[config.mk]
export PLATFORM = sky130hd
export DESIGN_NAME = pee_host
export DESIGN_NICKNAME = d
export VERILOG_FILES = /design/src/logic/pee_host_pkg.sv /design/src/logic/pee_host.sv
export SDC_FILE = /design/constraint.sdc
export NUM_CORES = 1
export LEC_CHECK = 0
export ABC_AREA = 1
export BUFFER_PORTS_ARGS = -buffer_cell sky130_fd_sc_hd__buf_2
export CELL_PAD_IN_SITES_DETAIL_PLACEMENT = 1
export CELL_PAD_IN_SITES_GLOBAL_PLACEMENT = 2
export CORE_AREA = 2 2 156 158
export DETAILED_ROUTE_END_ITERATION = 7
export DIE_AREA = 0 0 158 160
export PLACE_DENSITY = 0.92
export SYNTH_ARGS = -nofsm -noshare
export SYNTH_HDL_FRONTEND = slang
export SYNTH_SLANG_ARGS = --single-unit
[constraint.sdc]
create_clock -name sys_clk_i -period 5.45 [get_ports sys_clk_i]
set_clock_uncertainty 0.2 [all_clocks]
set_input_delay 0.545 -clock sys_clk_i [delete_from_list [all_inputs] [get_ports sys_clk_i]]
set_output_delay 0.545 -clock sys_clk_i [all_outputs]
set_load 0.05 [all_outputs]
[src/logic/pee_host_pkg.sv]
package pee_host_pkg;
   // ---------------------------------------------------------------
   // geometry
   // ---------------------------------------------------------------
   localparam int ADDR_W = 17;
   localparam int DATA_W = 8;
   localparam int PAGE_LSB = 8;
   localparam int PAGE_BYTES = 256;
   localparam int POLL_BIT = 7;
   localparam int TOGGLE_BIT = 6;
   // ---------------------------------------------------------------
   // timing
   // ---------------------------------------------------------------
   localparam int CLK_PERIOD_NS = 50;
   localparam int STROBE_NS = 150;
   localparam int STROBE_CYC = (STROBE_NS + CLK_PERIOD_NS - 1) / CLK_PERIOD_NS;
   localparam int BYTE_GAP_US = 100;
   localparam int BYTE_GAP_CYC = (BYTE_GAP_US * 1000) / CLK_PERIOD_NS;
   localparam int WRITE_MS = 5;
   localparam int WRITE_CYC = (WRITE_MS * 1000000) / CLK_PERIOD_NS;
   localparam logic [7:0] CNT_RST = 8'h00;
endpackage

[src/logic/pee_host.sv]
`timescale 1ns/1ps
// Overview of operation
// each access drives one 17-bit address selecting one byte.
// chip select is low for every access, high when idle.
// read drives output enable and chip select low, samples data.
// device ends read when chip select or output enable rises.
// device floats data while output enable or chip select is high.
// write: chip select and write strobe low, output enable high.
// device latches address on later falling strobe edge.
// device latches data on earlier rising strobe edge.
// device self-times programming, typically five milliseconds.
// device accepts up to 256 byte loads per page.
// host keeps address bits 8..16 fixed during a page load.
// host starts each next byte within 100 us of previous.
// device programs page when 100 us pass without a new byte.
// page load window has no total length limit.
// any write may start a page; later bytes use same sequence.
// device reports progress via two status bits on reads.
// bit 7 reads inverted during programming, true afterwards.
// bit 6 toggles on each read during programming.
// write strobe pulses under 10 ns start no write.
// no write while output enable low or strobes high.
// device ignores writes during programming.
module pee_host #(
   parameter int GAP_CYC = pee_host_pkg::BYTE_GAP_CYC,
   parameter int WAIT_CYC = 2 * pee_host_pkg::WRITE_CYC
) (
   input wire logic sys_clk_i,
   input wire logic rst_i,
   input wire logic clk_en_i,
   input wire logic rd_req_i,
   input wire logic wr_req_i,
   input wire logic last_i,
   input wire logic [pee_host_pkg::ADDR_W-1:0] req_addr_i,
   input wire logic [pee_host_pkg::DATA_W-1:0] req_data_i,
   output logic busy_o,
   output logic rd_valid_o,
   output logic [pee_host_pkg::DATA_W-1:0] rd_data_o,
   output logic wr_done_o,
   output logic wr_timeout_o,
   output logic [pee_host_pkg::ADDR_W-1:0] addr_bus_o,
   input wire logic [pee_host_pkg::DATA_W-1:0] data_bus_i,
   output logic [pee_host_pkg::DATA_W-1:0] data_bus_o,
   output logic data_bus_oe_n_o,
   output logic chip_sel_n_o,
   output logic out_en_n_o,
   output logic wr_strobe_n_o
);
   // ---------------------------------------------------------------
   // types and state
   // ---------------------------------------------------------------
   typedef enum {IDLE, RD_STROBE, WR_SETUP, WR_STROBE, WR_HOLD,
                 GAP, POLL_STROBE, POLL_CHECK} state_t;
   state_t state, next_state;
   logic [31:0] cnt, next_cnt;
   logic [31:0] wait_cnt, next_wait_cnt;
   logic [8:0] page_cnt, next_page_cnt;
   logic [pee_host_pkg::ADDR_W-1:0] addr, next_addr;
   logic [pee_host_pkg::DATA_W-1:0] wdata, next_wdata;
   logic [pee_host_pkg::DATA_W-1:0] rdata, next_rdata;
   logic busy, next_busy, rd_valid, next_rd_valid;
   logic wr_done, next_wr_done, wr_to, next_wr_to;
   logic cs_n, next_cs_n, oe_n, next_oe_n, we_n, next_we_n;
   logic dr_n, next_dr_n;
   logic [pee_host_pkg::DATA_W-1:0] s1, s2, s3;

   // three-stage pin sampler; stage two and three must agree
   always_ff @(posedge sys_clk_i) begin
      if (rst_i) begin
         s1 <= 8'h00;
         s2 <= 8'h00;
         s3 <= 8'h00;
      end else if (clk_en_i) begin
         s1 <= data_bus_i;
         s2 <= s1;
         s3 <= s2;
      end
   end

   function automatic logic same_page(
      input logic [pee_host_pkg::ADDR_W-1:0] a,
      input logic [pee_host_pkg::ADDR_W-1:0] b);
      same_page = a[pee_host_pkg::ADDR_W-1:pee_host_pkg::PAGE_LSB] ==
                  b[pee_host_pkg::ADDR_W-1:pee_host_pkg::PAGE_LSB];
   endfunction

   // ---------------------------------------------------------------
   // sequencer
   // ---------------------------------------------------------------
   always_comb begin
      next_state = state;
      next_cnt = cnt;
      next_wait_cnt = wait_cnt;
      next_page_cnt = page_cnt;
      next_addr = addr;
      next_wdata = wdata;
      next_rdata = rdata;
      next_busy = 1'b1;
      next_rd_valid = 1'b0;
      next_wr_done = 1'b0;
      next_wr_to = 1'b0;
      next_cs_n = 1'b1;                      // standby when idle
      next_oe_n = 1'b1;
      next_we_n = 1'b1;
      next_dr_n = 1'b1;
      unique case (state)
         IDLE: begin
            next_busy = 1'b0;
            next_cnt = 32'h0000_0000;
            if (rd_req_i) begin
               next_addr = req_addr_i;
               next_cs_n = 1'b0;
               next_oe_n = 1'b0;
               next_busy = 1'b1;
               next_state = RD_STROBE;
            end else if (wr_req_i) begin
               next_addr = req_addr_i;
               next_wdata = req_data_i;
               next_page_cnt = 9'h001;         // any write opens a page
               next_busy = 1'b1;
               next_dr_n = 1'b0;
               next_state = WR_SETUP;
            end
         end
         RD_STROBE: begin
            next_cs_n = 1'b0;
            next_oe_n = 1'b0;
            next_cnt = cnt + 32'h1;
            // allow sampler latency on top of access time
            if (cnt >= 32'(pee_host_pkg::STROBE_CYC + 3)) begin
               next_rdata = s3;
               next_rd_valid = (s2 == s3);
               next_cs_n = 1'b1;               // end read
               next_oe_n = 1'b1;
               next_cnt = 32'h0000_0000;
               next_state = next_rd_valid ? IDLE : RD_STROBE;
               if (!next_rd_valid) begin
                  next_cs_n = 1'b0;
                  next_oe_n = 1'b0;
               end
            end
         end
         WR_SETUP: begin
            // oe high before strobes fall, no contention
            next_dr_n = 1'b0;
            next_cs_n = 1'b0;
            next_we_n = 1'b0;                  // addr stable at fall
            next_cnt = 32'h0000_0000;
            next_state = WR_STROBE;
         end
         WR_STROBE: begin
            next_dr_n = 1'b0;
            next_cs_n = 1'b0;
            next_we_n = 1'b0;
            next_cnt = cnt + 32'h1;
            // pulse well above 10 ns
            if (cnt >= 32'(pee_host_pkg::STROBE_CYC - 1)) begin
               next_we_n = 1'b1;               // data held past rise
               next_state = WR_HOLD;
            end
         end
         WR_HOLD: begin
            next_dr_n = 1'b0;
            next_cnt = 32'h0000_0000;
            next_state = GAP;
         end
         GAP: begin
            next_cnt = cnt + 32'h1;
            // next byte must fall inside the 100 us window
            if (wr_req_i && !last_i && page_cnt < 9'(pee_host_pkg::PAGE_BYTES)
                && same_page(req_addr_i, addr)
                && cnt < 32'(GAP_CYC - 4 * pee_host_pkg::STROBE_CYC)) begin
               next_addr = req_addr_i;
               next_wdata = req_data_i;
               next_page_cnt = page_cnt + 9'h001;
               next_dr_n = 1'b0;
               next_state = WR_SETUP;
            end else if (cnt >= 32'(GAP_CYC)) begin
               // device programs once the gap expires
               // last_i only stops loads: polling early reads stale data
               next_wait_cnt = 32'h0000_0000;
               next_cnt = 32'h0000_0000;
               next_cs_n = 1'b0;               // same timing as a read
               next_oe_n = 1'b0;
               next_state = POLL_STROBE;
            end
         end
         POLL_STROBE: begin
            next_cs_n = 1'b0;
            next_oe_n = 1'b0;
            next_cnt = cnt + 32'h1;
            next_wait_cnt = wait_cnt + 32'h1;
            if (cnt >= 32'(pee_host_pkg::STROBE_CYC + 3) && s2 == s3) begin
               next_rdata = s3;
               next_cs_n = 1'b1;
               next_oe_n = 1'b1;
               next_cnt = 32'h0000_0000;
               next_state = POLL_CHECK;
            end
         end
         POLL_CHECK: begin
            next_wait_cnt = wait_cnt + 32'h1;
            // true bit 7 means programming done
            if (rdata[pee_host_pkg::POLL_BIT] == wdata[pee_host_pkg::POLL_BIT])
               begin
               next_wr_done = 1'b1;
               next_state = IDLE;
            end else if (wait_cnt >= 32'(WAIT_CYC)) begin
               next_wr_to = 1'b1;
               next_state = IDLE;
            end else begin
               next_cnt = 32'h0000_0000;
               // one high cycle in this state separates two polls
               next_cs_n = 1'b0;
               next_oe_n = 1'b0;
               next_state = POLL_STROBE;        // writes held off meanwhile
            end
         end
      endcase
   end

   always_ff @(posedge sys_clk_i) begin
      if (rst_i) begin
         state <= IDLE;
         cnt <= 32'h0000_0000;
         wait_cnt <= 32'h0000_0000;
         page_cnt <= 9'h000;
         addr <= 17'h00000;
         wdata <= 8'h00;
         rdata <= 8'h00;
         busy <= 1'b0;
         rd_valid <= 1'b0;
         wr_done <= 1'b0;
         wr_to <= 1'b0;
         cs_n <= 1'b1;
         oe_n <= 1'b1;
         we_n <= 1'b1;
         dr_n <= 1'b1;
      end else if (clk_en_i) begin
         state <= next_state;
         cnt <= next_cnt;
         wait_cnt <= next_wait_cnt;
         page_cnt <= next_page_cnt;
         addr <= next_addr;
         wdata <= next_wdata;
         rdata <= next_rdata;
         busy <= next_busy;
         rd_valid <= next_rd_valid;
         wr_done <= next_wr_done;
         wr_to <= next_wr_to;
         cs_n <= next_cs_n;
         oe_n <= next_oe_n;
         we_n <= next_we_n;
         dr_n <= next_dr_n;
      end
   end

   // outputs straight from flops
   assign busy_o = busy;
   assign rd_valid_o = rd_valid;
   assign rd_data_o = rdata;
   assign wr_done_o = wr_done;
   assign wr_timeout_o = wr_to;
   assign addr_bus_o = addr;
   assign data_bus_o = wdata;
   assign data_bus_oe_n_o = dr_n;
   assign chip_sel_n_o = cs_n;
   assign out_en_n_o = oe_n;
   assign wr_strobe_n_o = we_n;

   // ---------------------------------------------------------------
   // checks
   // ---------------------------------------------------------------
   property p_wr_oe_high;
      @(posedge sys_clk_i) disable iff (rst_i)
      !we_n |-> oe_n && !cs_n;
   endproperty
   a_wr_oe_high: assert property (p_wr_oe_high)
      else $error("write strobe low with oe low or cs high");
   property p_no_drive_in_read;
      @(posedge sys_clk_i) disable iff (rst_i)
      !oe_n |-> dr_n;
   endproperty
   a_no_drive_in_read: assert property (p_no_drive_in_read)
      else $error("host drives data during read");
   property p_we_width;
      @(posedge sys_clk_i) disable iff (rst_i || !clk_en_i)
      $fell(we_n) |=> !we_n;
   endproperty
   a_we_width: assert property (p_we_width)
      else $error("write strobe pulse too short");
   property p_data_hold;
      @(posedge sys_clk_i) disable iff (rst_i)
      $rose(we_n) |-> !dr_n;
   endproperty
   a_data_hold: assert property (p_data_hold)
      else $error("data released before strobe rise");
   property p_addr_stable;
      @(posedge sys_clk_i) disable iff (rst_i)
      !we_n && !$fell(we_n) |-> $stable(addr);
   endproperty
   a_addr_stable: assert property (p_addr_stable)
      else $error("address moved during write strobe");
   property p_idle_cs;
      @(posedge sys_clk_i) disable iff (rst_i)
      !busy |-> cs_n;
   endproperty
   a_idle_cs: assert property (p_idle_cs)
      else $error("chip select low while idle");
   property p_page_len;
      @(posedge sys_clk_i) disable iff (rst_i)
      page_cnt <= 9'(pee_host_pkg::PAGE_BYTES);
   endproperty
   a_page_len: assert property (p_page_len)
      else $error("page longer than allowed");
   property p_same_page;
      @(posedge sys_clk_i) disable iff (rst_i || !clk_en_i)
      state == GAP && next_state == WR_SETUP |=> same_page(addr, $past(addr));
   endproperty
   a_same_page: assert property (p_same_page)
      else $error("page address changed during load");
   c_read: cover property (@(posedge sys_clk_i) rd_valid);
   c_write: cover property (@(posedge sys_clk_i) wr_done);
   c_page: cover property (@(posedge sys_clk_i) page_cnt == 9'h002);
endmodule // pee_host

Yosys cells after proc, flatten, opt, wreduce, memory -nomap -nowiden:

Cells that the tools add are included.

* add/sub/neg operators: 3
* $mul: 0
* div/mod/pow operators: 0
* order comparisons: 6
* equal/unequal tests: 22
* shifts and indexed selects: 0
* multiplexer cells: 61
* bitwise operators: 0
* reduce and logical (&&, ||, !) cells: 20

Operator list (count)
* $mux 32: 15
* $pmux 32 s8: 1
* $pmux 32 s6: 1
* $eq 32x3->1 const B: 4
* $add 32x1->32 const B: 2
* $eq 32x2->1 const B: 2
* $pmux 32 s2: 1
* $mux 17: 3
* $mux 8: 5
* $pmux 17 s2: 1
* $eq 32x1->1 const B: 1
* $ge 32x11->1 const B: 1
* $ge 32x18->1 const B: 1
* $ge 32x2->1 const B: 1
* $ge 32x3->1 const B: 1
* $logic_not 32->1: 1
* $lt 32x11->1 const B: 1
* $pmux 8 s2: 2
* $mux 9: 3
* $mux 1: 22
* $ne 2x2->1 const B: 10
* $pmux 9 s2: 1
* $reduce_and 4->1: 3
* $add 9x1->9 const B: 1
* other kinds (18): 28

* bits in registers: 170
* bits in latches: 0
* bits in writable memories: 0
* bits in read-only memories: 0
* input bits: 39
* memories kept: 0

Depth between registers and ports, before layout:

* depth after elaboration: 7
* depth in mapped cells: 13
* depth with buffers taken out: 13

Worst setup path before layout:

No wires, ideal clock.

* path type: reg-to-reg
* start: register addr (netlist bit addr_bus_o[10])
* end: register addr (netlist bit addr_bus_o[10])
* setup time: 0.140 ns
* arrival time: 1.784 ns
* data required time: 5.110 ns
* path slack: 3.325 ns
* cell stages (with the launch flop): 13
* buffers on the path: 1
* clock period less this slack: 2.125 ns
* cells stage by stage: dfxtp_1 inv_1 nand2_1 nand2_1 nor2_1 nand2_1 nor2_1 nand3_2 nand2_4 nand3b_2 buf_4 nand2_1 a21oi_2

* cells in the longest elaborated chain, start to end: 5

Ends and longest elaborated chain
* start: declaration: RTL line pee_host.sv:58 `logic [pee_host_pkg::ADDR_W-1:0] addr, next_addr;`
* start signal: assignment: RTL line pee_host.sv:244 `addr <= next_addr;`
* $eq 9x9->1: RTL line pee_host.sv:83 `same_page = a[pee_host_pkg::ADDR_W-1:pee_host_pkg::PAGE_LSB] ==`
* $logic_and 1x1->1: RTL line pee_host.sv:171 `&& same_page(req_addr_i, addr)`
* $logic_and 1x1->1: RTL line pee_host.sv:172 `&& cnt < 32'(GAP_CYC - 4 * pee_host_pkg::STROBE_CYC)) begin`
* $ne 2x2->1 (no source line)
* $reduce_and 4->1 (no source line)

Every way passes these cells.
A chain may end at the register's enable or synchronous reset.

Worst setup path after layout:

* start: input clk_en_i
* end: register wait_cnt[9]

* cells in the longest elaborated chain, start to end: 1

Ends and longest elaborated chain
* start: declaration: RTL line pee_host.sv:30 `input wire logic clk_en_i,`
* $reduce_and 4->1 (no source line)
* end signal: assignment: RTL line pee_host.sv:242 `wait_cnt <= next_wait_cnt;`
* end: declaration: RTL line pee_host.sv:56 `logic [31:0] wait_cnt, next_wait_cnt;`

Every way passes these cells.

==> metrics <==
outcome=finished, final reports clean; initial antenna violation count=1; latest clock arrival within the worst-skew pair=~0.44 ns; top cells by area, synth=dfxtp_1 34%, nand2_1 19%, nor2_1 9.3%; drt drc=0; slew margin rel.=0.273; number of distinct library cells after synthesis=39; All-Layer GR Usage=0.213; Combinational Power Share=0.161; placed cell area=between 8000 and 9000 µm²; Critical Path Start Type=input pin; top-area cell type share of the netlist area=0.345; Layout Cells excl Fill=1722; syn avg cell area=6.17 µm²; Bufs on Longest Clock Path=2; 1st-iter DRT viols=about 360; internal power=roughly 1.8 mW; fin nets=1430; Worst R2R Start=cnt[22]; global route overflow=0; CTS Buf Count=17; Hold Crit Depth=3; WHS=0.128 ns; CTS Hold Bufs=0; worst reg2reg path depth=11; Req. time, crit path=roughly 5.6 ns; Tmin final=3.15 ns; Final ANT Viol Nets=0; first-pass GRT wire length=43700 µm; core area=approximately 24000 µm²; Ports=80; Crit Path Max Fanout=36; synthesized cell area=slightly above 8000 µm²; vias in the first global route=between 8k and 9k; design area=approximately 9400 µm²; initial core utilization=0.344; CP Class=input pin to flip-flop; Syn Inst Count=between 1k and 1.5k; ANT cells=0; most frequent cells after synthesis=415 x nand2_1, 202 x nor2_1, 141 x dfxtp_1, 120 x inv_1, 98 x nand3_1; Die W=about 160 µm; most common cell in the netlist=nand2_1; switching portion of total power=0.338; largest net degree at the start of global routing=slightly below 90; MaxCap Viol Count=0; post-synth top area cell=dfxtp_1; worst path bufs/invs=3; Final period util=0.579; gp weighted congestion=~0.85; DR pass1 iterations=4; endpoints failing setup=0; Hold Startpoint=data_bus_i[5]; Clock Power Share=0.429; Seq cells post-synth=141; Critical Path AT=3.29 ns; CTS tree=done; Most used DFF post-synth=dfxtp_1; critical path depth=8; final wirelength=roughly 26000 µm; Die H=160 µm; Async SR Flop Fraction=0; Crit-path slowest cell=inv_2; pwr dens=just under 300 nW/µm²; Post-CTS Setup Bufs=0; Placed Cells incl. Taps=roughly 1.7k; CTS resizes=0; clk root buf=clkbuf_16; FF+latch area=approximately 2800 µm²; Max IR drop VDD=0.161 mV; Worst-Margin Slew=roughly 1.1 ns; Switch Pwr=approximately 0.92 mW; CP endpoint kind=flip-flop; total die area=between 20000 and 30000 µm²; Sum Neg Setup Slack=0 ns; Row Count=between 50 and 60; area of the multi-input gates=approximately 4700 µm²; DR WL/cell=around 15 µm; Lkg Pwr=around 3.7 nW; fill cell total of the finished layout=between 3k and 4k; CP delay by family, top=buffers and inverters; Max H-tree Level=4; syn_nets=between 1k and 1.5k; r2r setup slk=2.48 ns; CTS clk-pin slew, worst paths=0.08 ns; crit-path cells=buf_2 > inv_2 > nor3_1 > nand2_2 > inv_2 > nand2_1 > nand2_1 > nor3b_1; hold crit path type=input pin to flip-flop; sequential share of the synthesized area=0.345; Detailed Place HPWL=roughly 18000 µm; port bufs=just under 80; vias per std cell=just under 5; fraction of layout cells with a size suffix above 1=0.118; CTS Sinks=roughly 140; Pins Over Slew Limit=0; Hold Path End=s1[5]; number of synthesized flops with an enable pin=0; RSZ-0062 raised after global routing=false; Hold Violations, Final=0; sequential share of power=0.409; worst flop-to-flop path endpoint=wait_cnt[9]; fmax=317 MHz; Syn. warnings=0; via count=approximately 8.5k; Largest stage delay, worst path=between 0.5 and 0.6 ns; Area Growth Syn to Fin=14.8%
## cells by family (layout without fill, tap and decap cells)
logic type,Yosys count,in the layout,synth area share
and+or+nand+nor,802,802,0.416
AOI/OAI and AO/OA,173,173,0.114
DFF,141,141,0.345
xor gates and xnor gates,28,28,0.0300
adders and majority gates,6,6,0.00917
buffers and inverters,176,248,0.0855
## per-layer routing
layer / wire length, µm / track usage / up-vias / part of all wire
li1: - / - / 4341 / -
met1: 12000 / 0.277 / 4047 / 0.47
met2: 12300 / 0.362 / 119 / 0.48
met3: 966 / 0.0426 / 17 / 0.038
met4: 262 / 0.0479 / 0 / 0.010
met5: 0 / 0 / - / 0
## worst min-delay path, cell delays in order
cell	delay (ns)
buf_2	0.07
nor2_1	0.03
nor2_1	0.08
## cell type report
class	instances	share of cell area
timing repair buffer	83	0.0455
inverter	133	0.0534
multi-input combinational	1009	0.496
sequential	141	0.300
clock buffer	18	0.0457
tap	324	0.0431
clock inverter	14	0.0158
## power by group through the flow
| stage | Sequential [mW] | Clock, mW | Combinational [mW] |
|---|---|---|---|
| 6_report | 1.11 | 1.17 | 0.439 |
| 3_5_place_dp | 1.14 | 0 | 0.443 |
| 4_1_cts | 1.11 | 1.19 | 0.445 |
| 5_1_grt | 1.12 | 1.24 | 0.488 |
| 3_3_place_gp | 1.14 | 0 | 0.435 |
| 2_1_floorplan | 1.22 | 0 | 0.242 |
## worst max-delay path by stage
stage / from / to
2_1_floorplan: addr_bus_o[10] / addr_bus_o[10]
3_3_place_gp: clk_en_i / wait_cnt[14]
3_5_place_dp: clk_en_i / wait_cnt[14]
4_1_cts: clk_en_i / wait_cnt[9]
5_1_grt: clk_en_i / wait_cnt[9]
6_report: clk_en_i / wait_cnt[9]
## placed cells by master, fill, tap and decap left out, types with 25 or more instances in the layout
cell type  instances
inv_1            120
nand3_1           98
dfxtp_1          141
o21ai_0           59
nand4_1           26
a21oi_1           95
buf_2             78
nor2_1           202
nor3_1            25
nand2_1          415
## metrics by stage
step	total power, mW	utilization	setup slack [ns]
2_1_floorplan	1.46	-	3.33
6_report	2.72	0.395	2.30
5_1_grt	2.85	0.395	1.98
4_1_cts	2.75	0.395	2.24
3_3_place_gp	1.57	0.370	1.93
3_5_place_dp	1.58	0.370	1.86
## sequential cells by signal, summed over array words and instances, names as in the netlist, 9 cells and up
signal      count
cnt            32
wait_cnt       32
page_cnt        9
addr_bus_o     17
No activity file was read; power rests on OpenSTA's default activity.
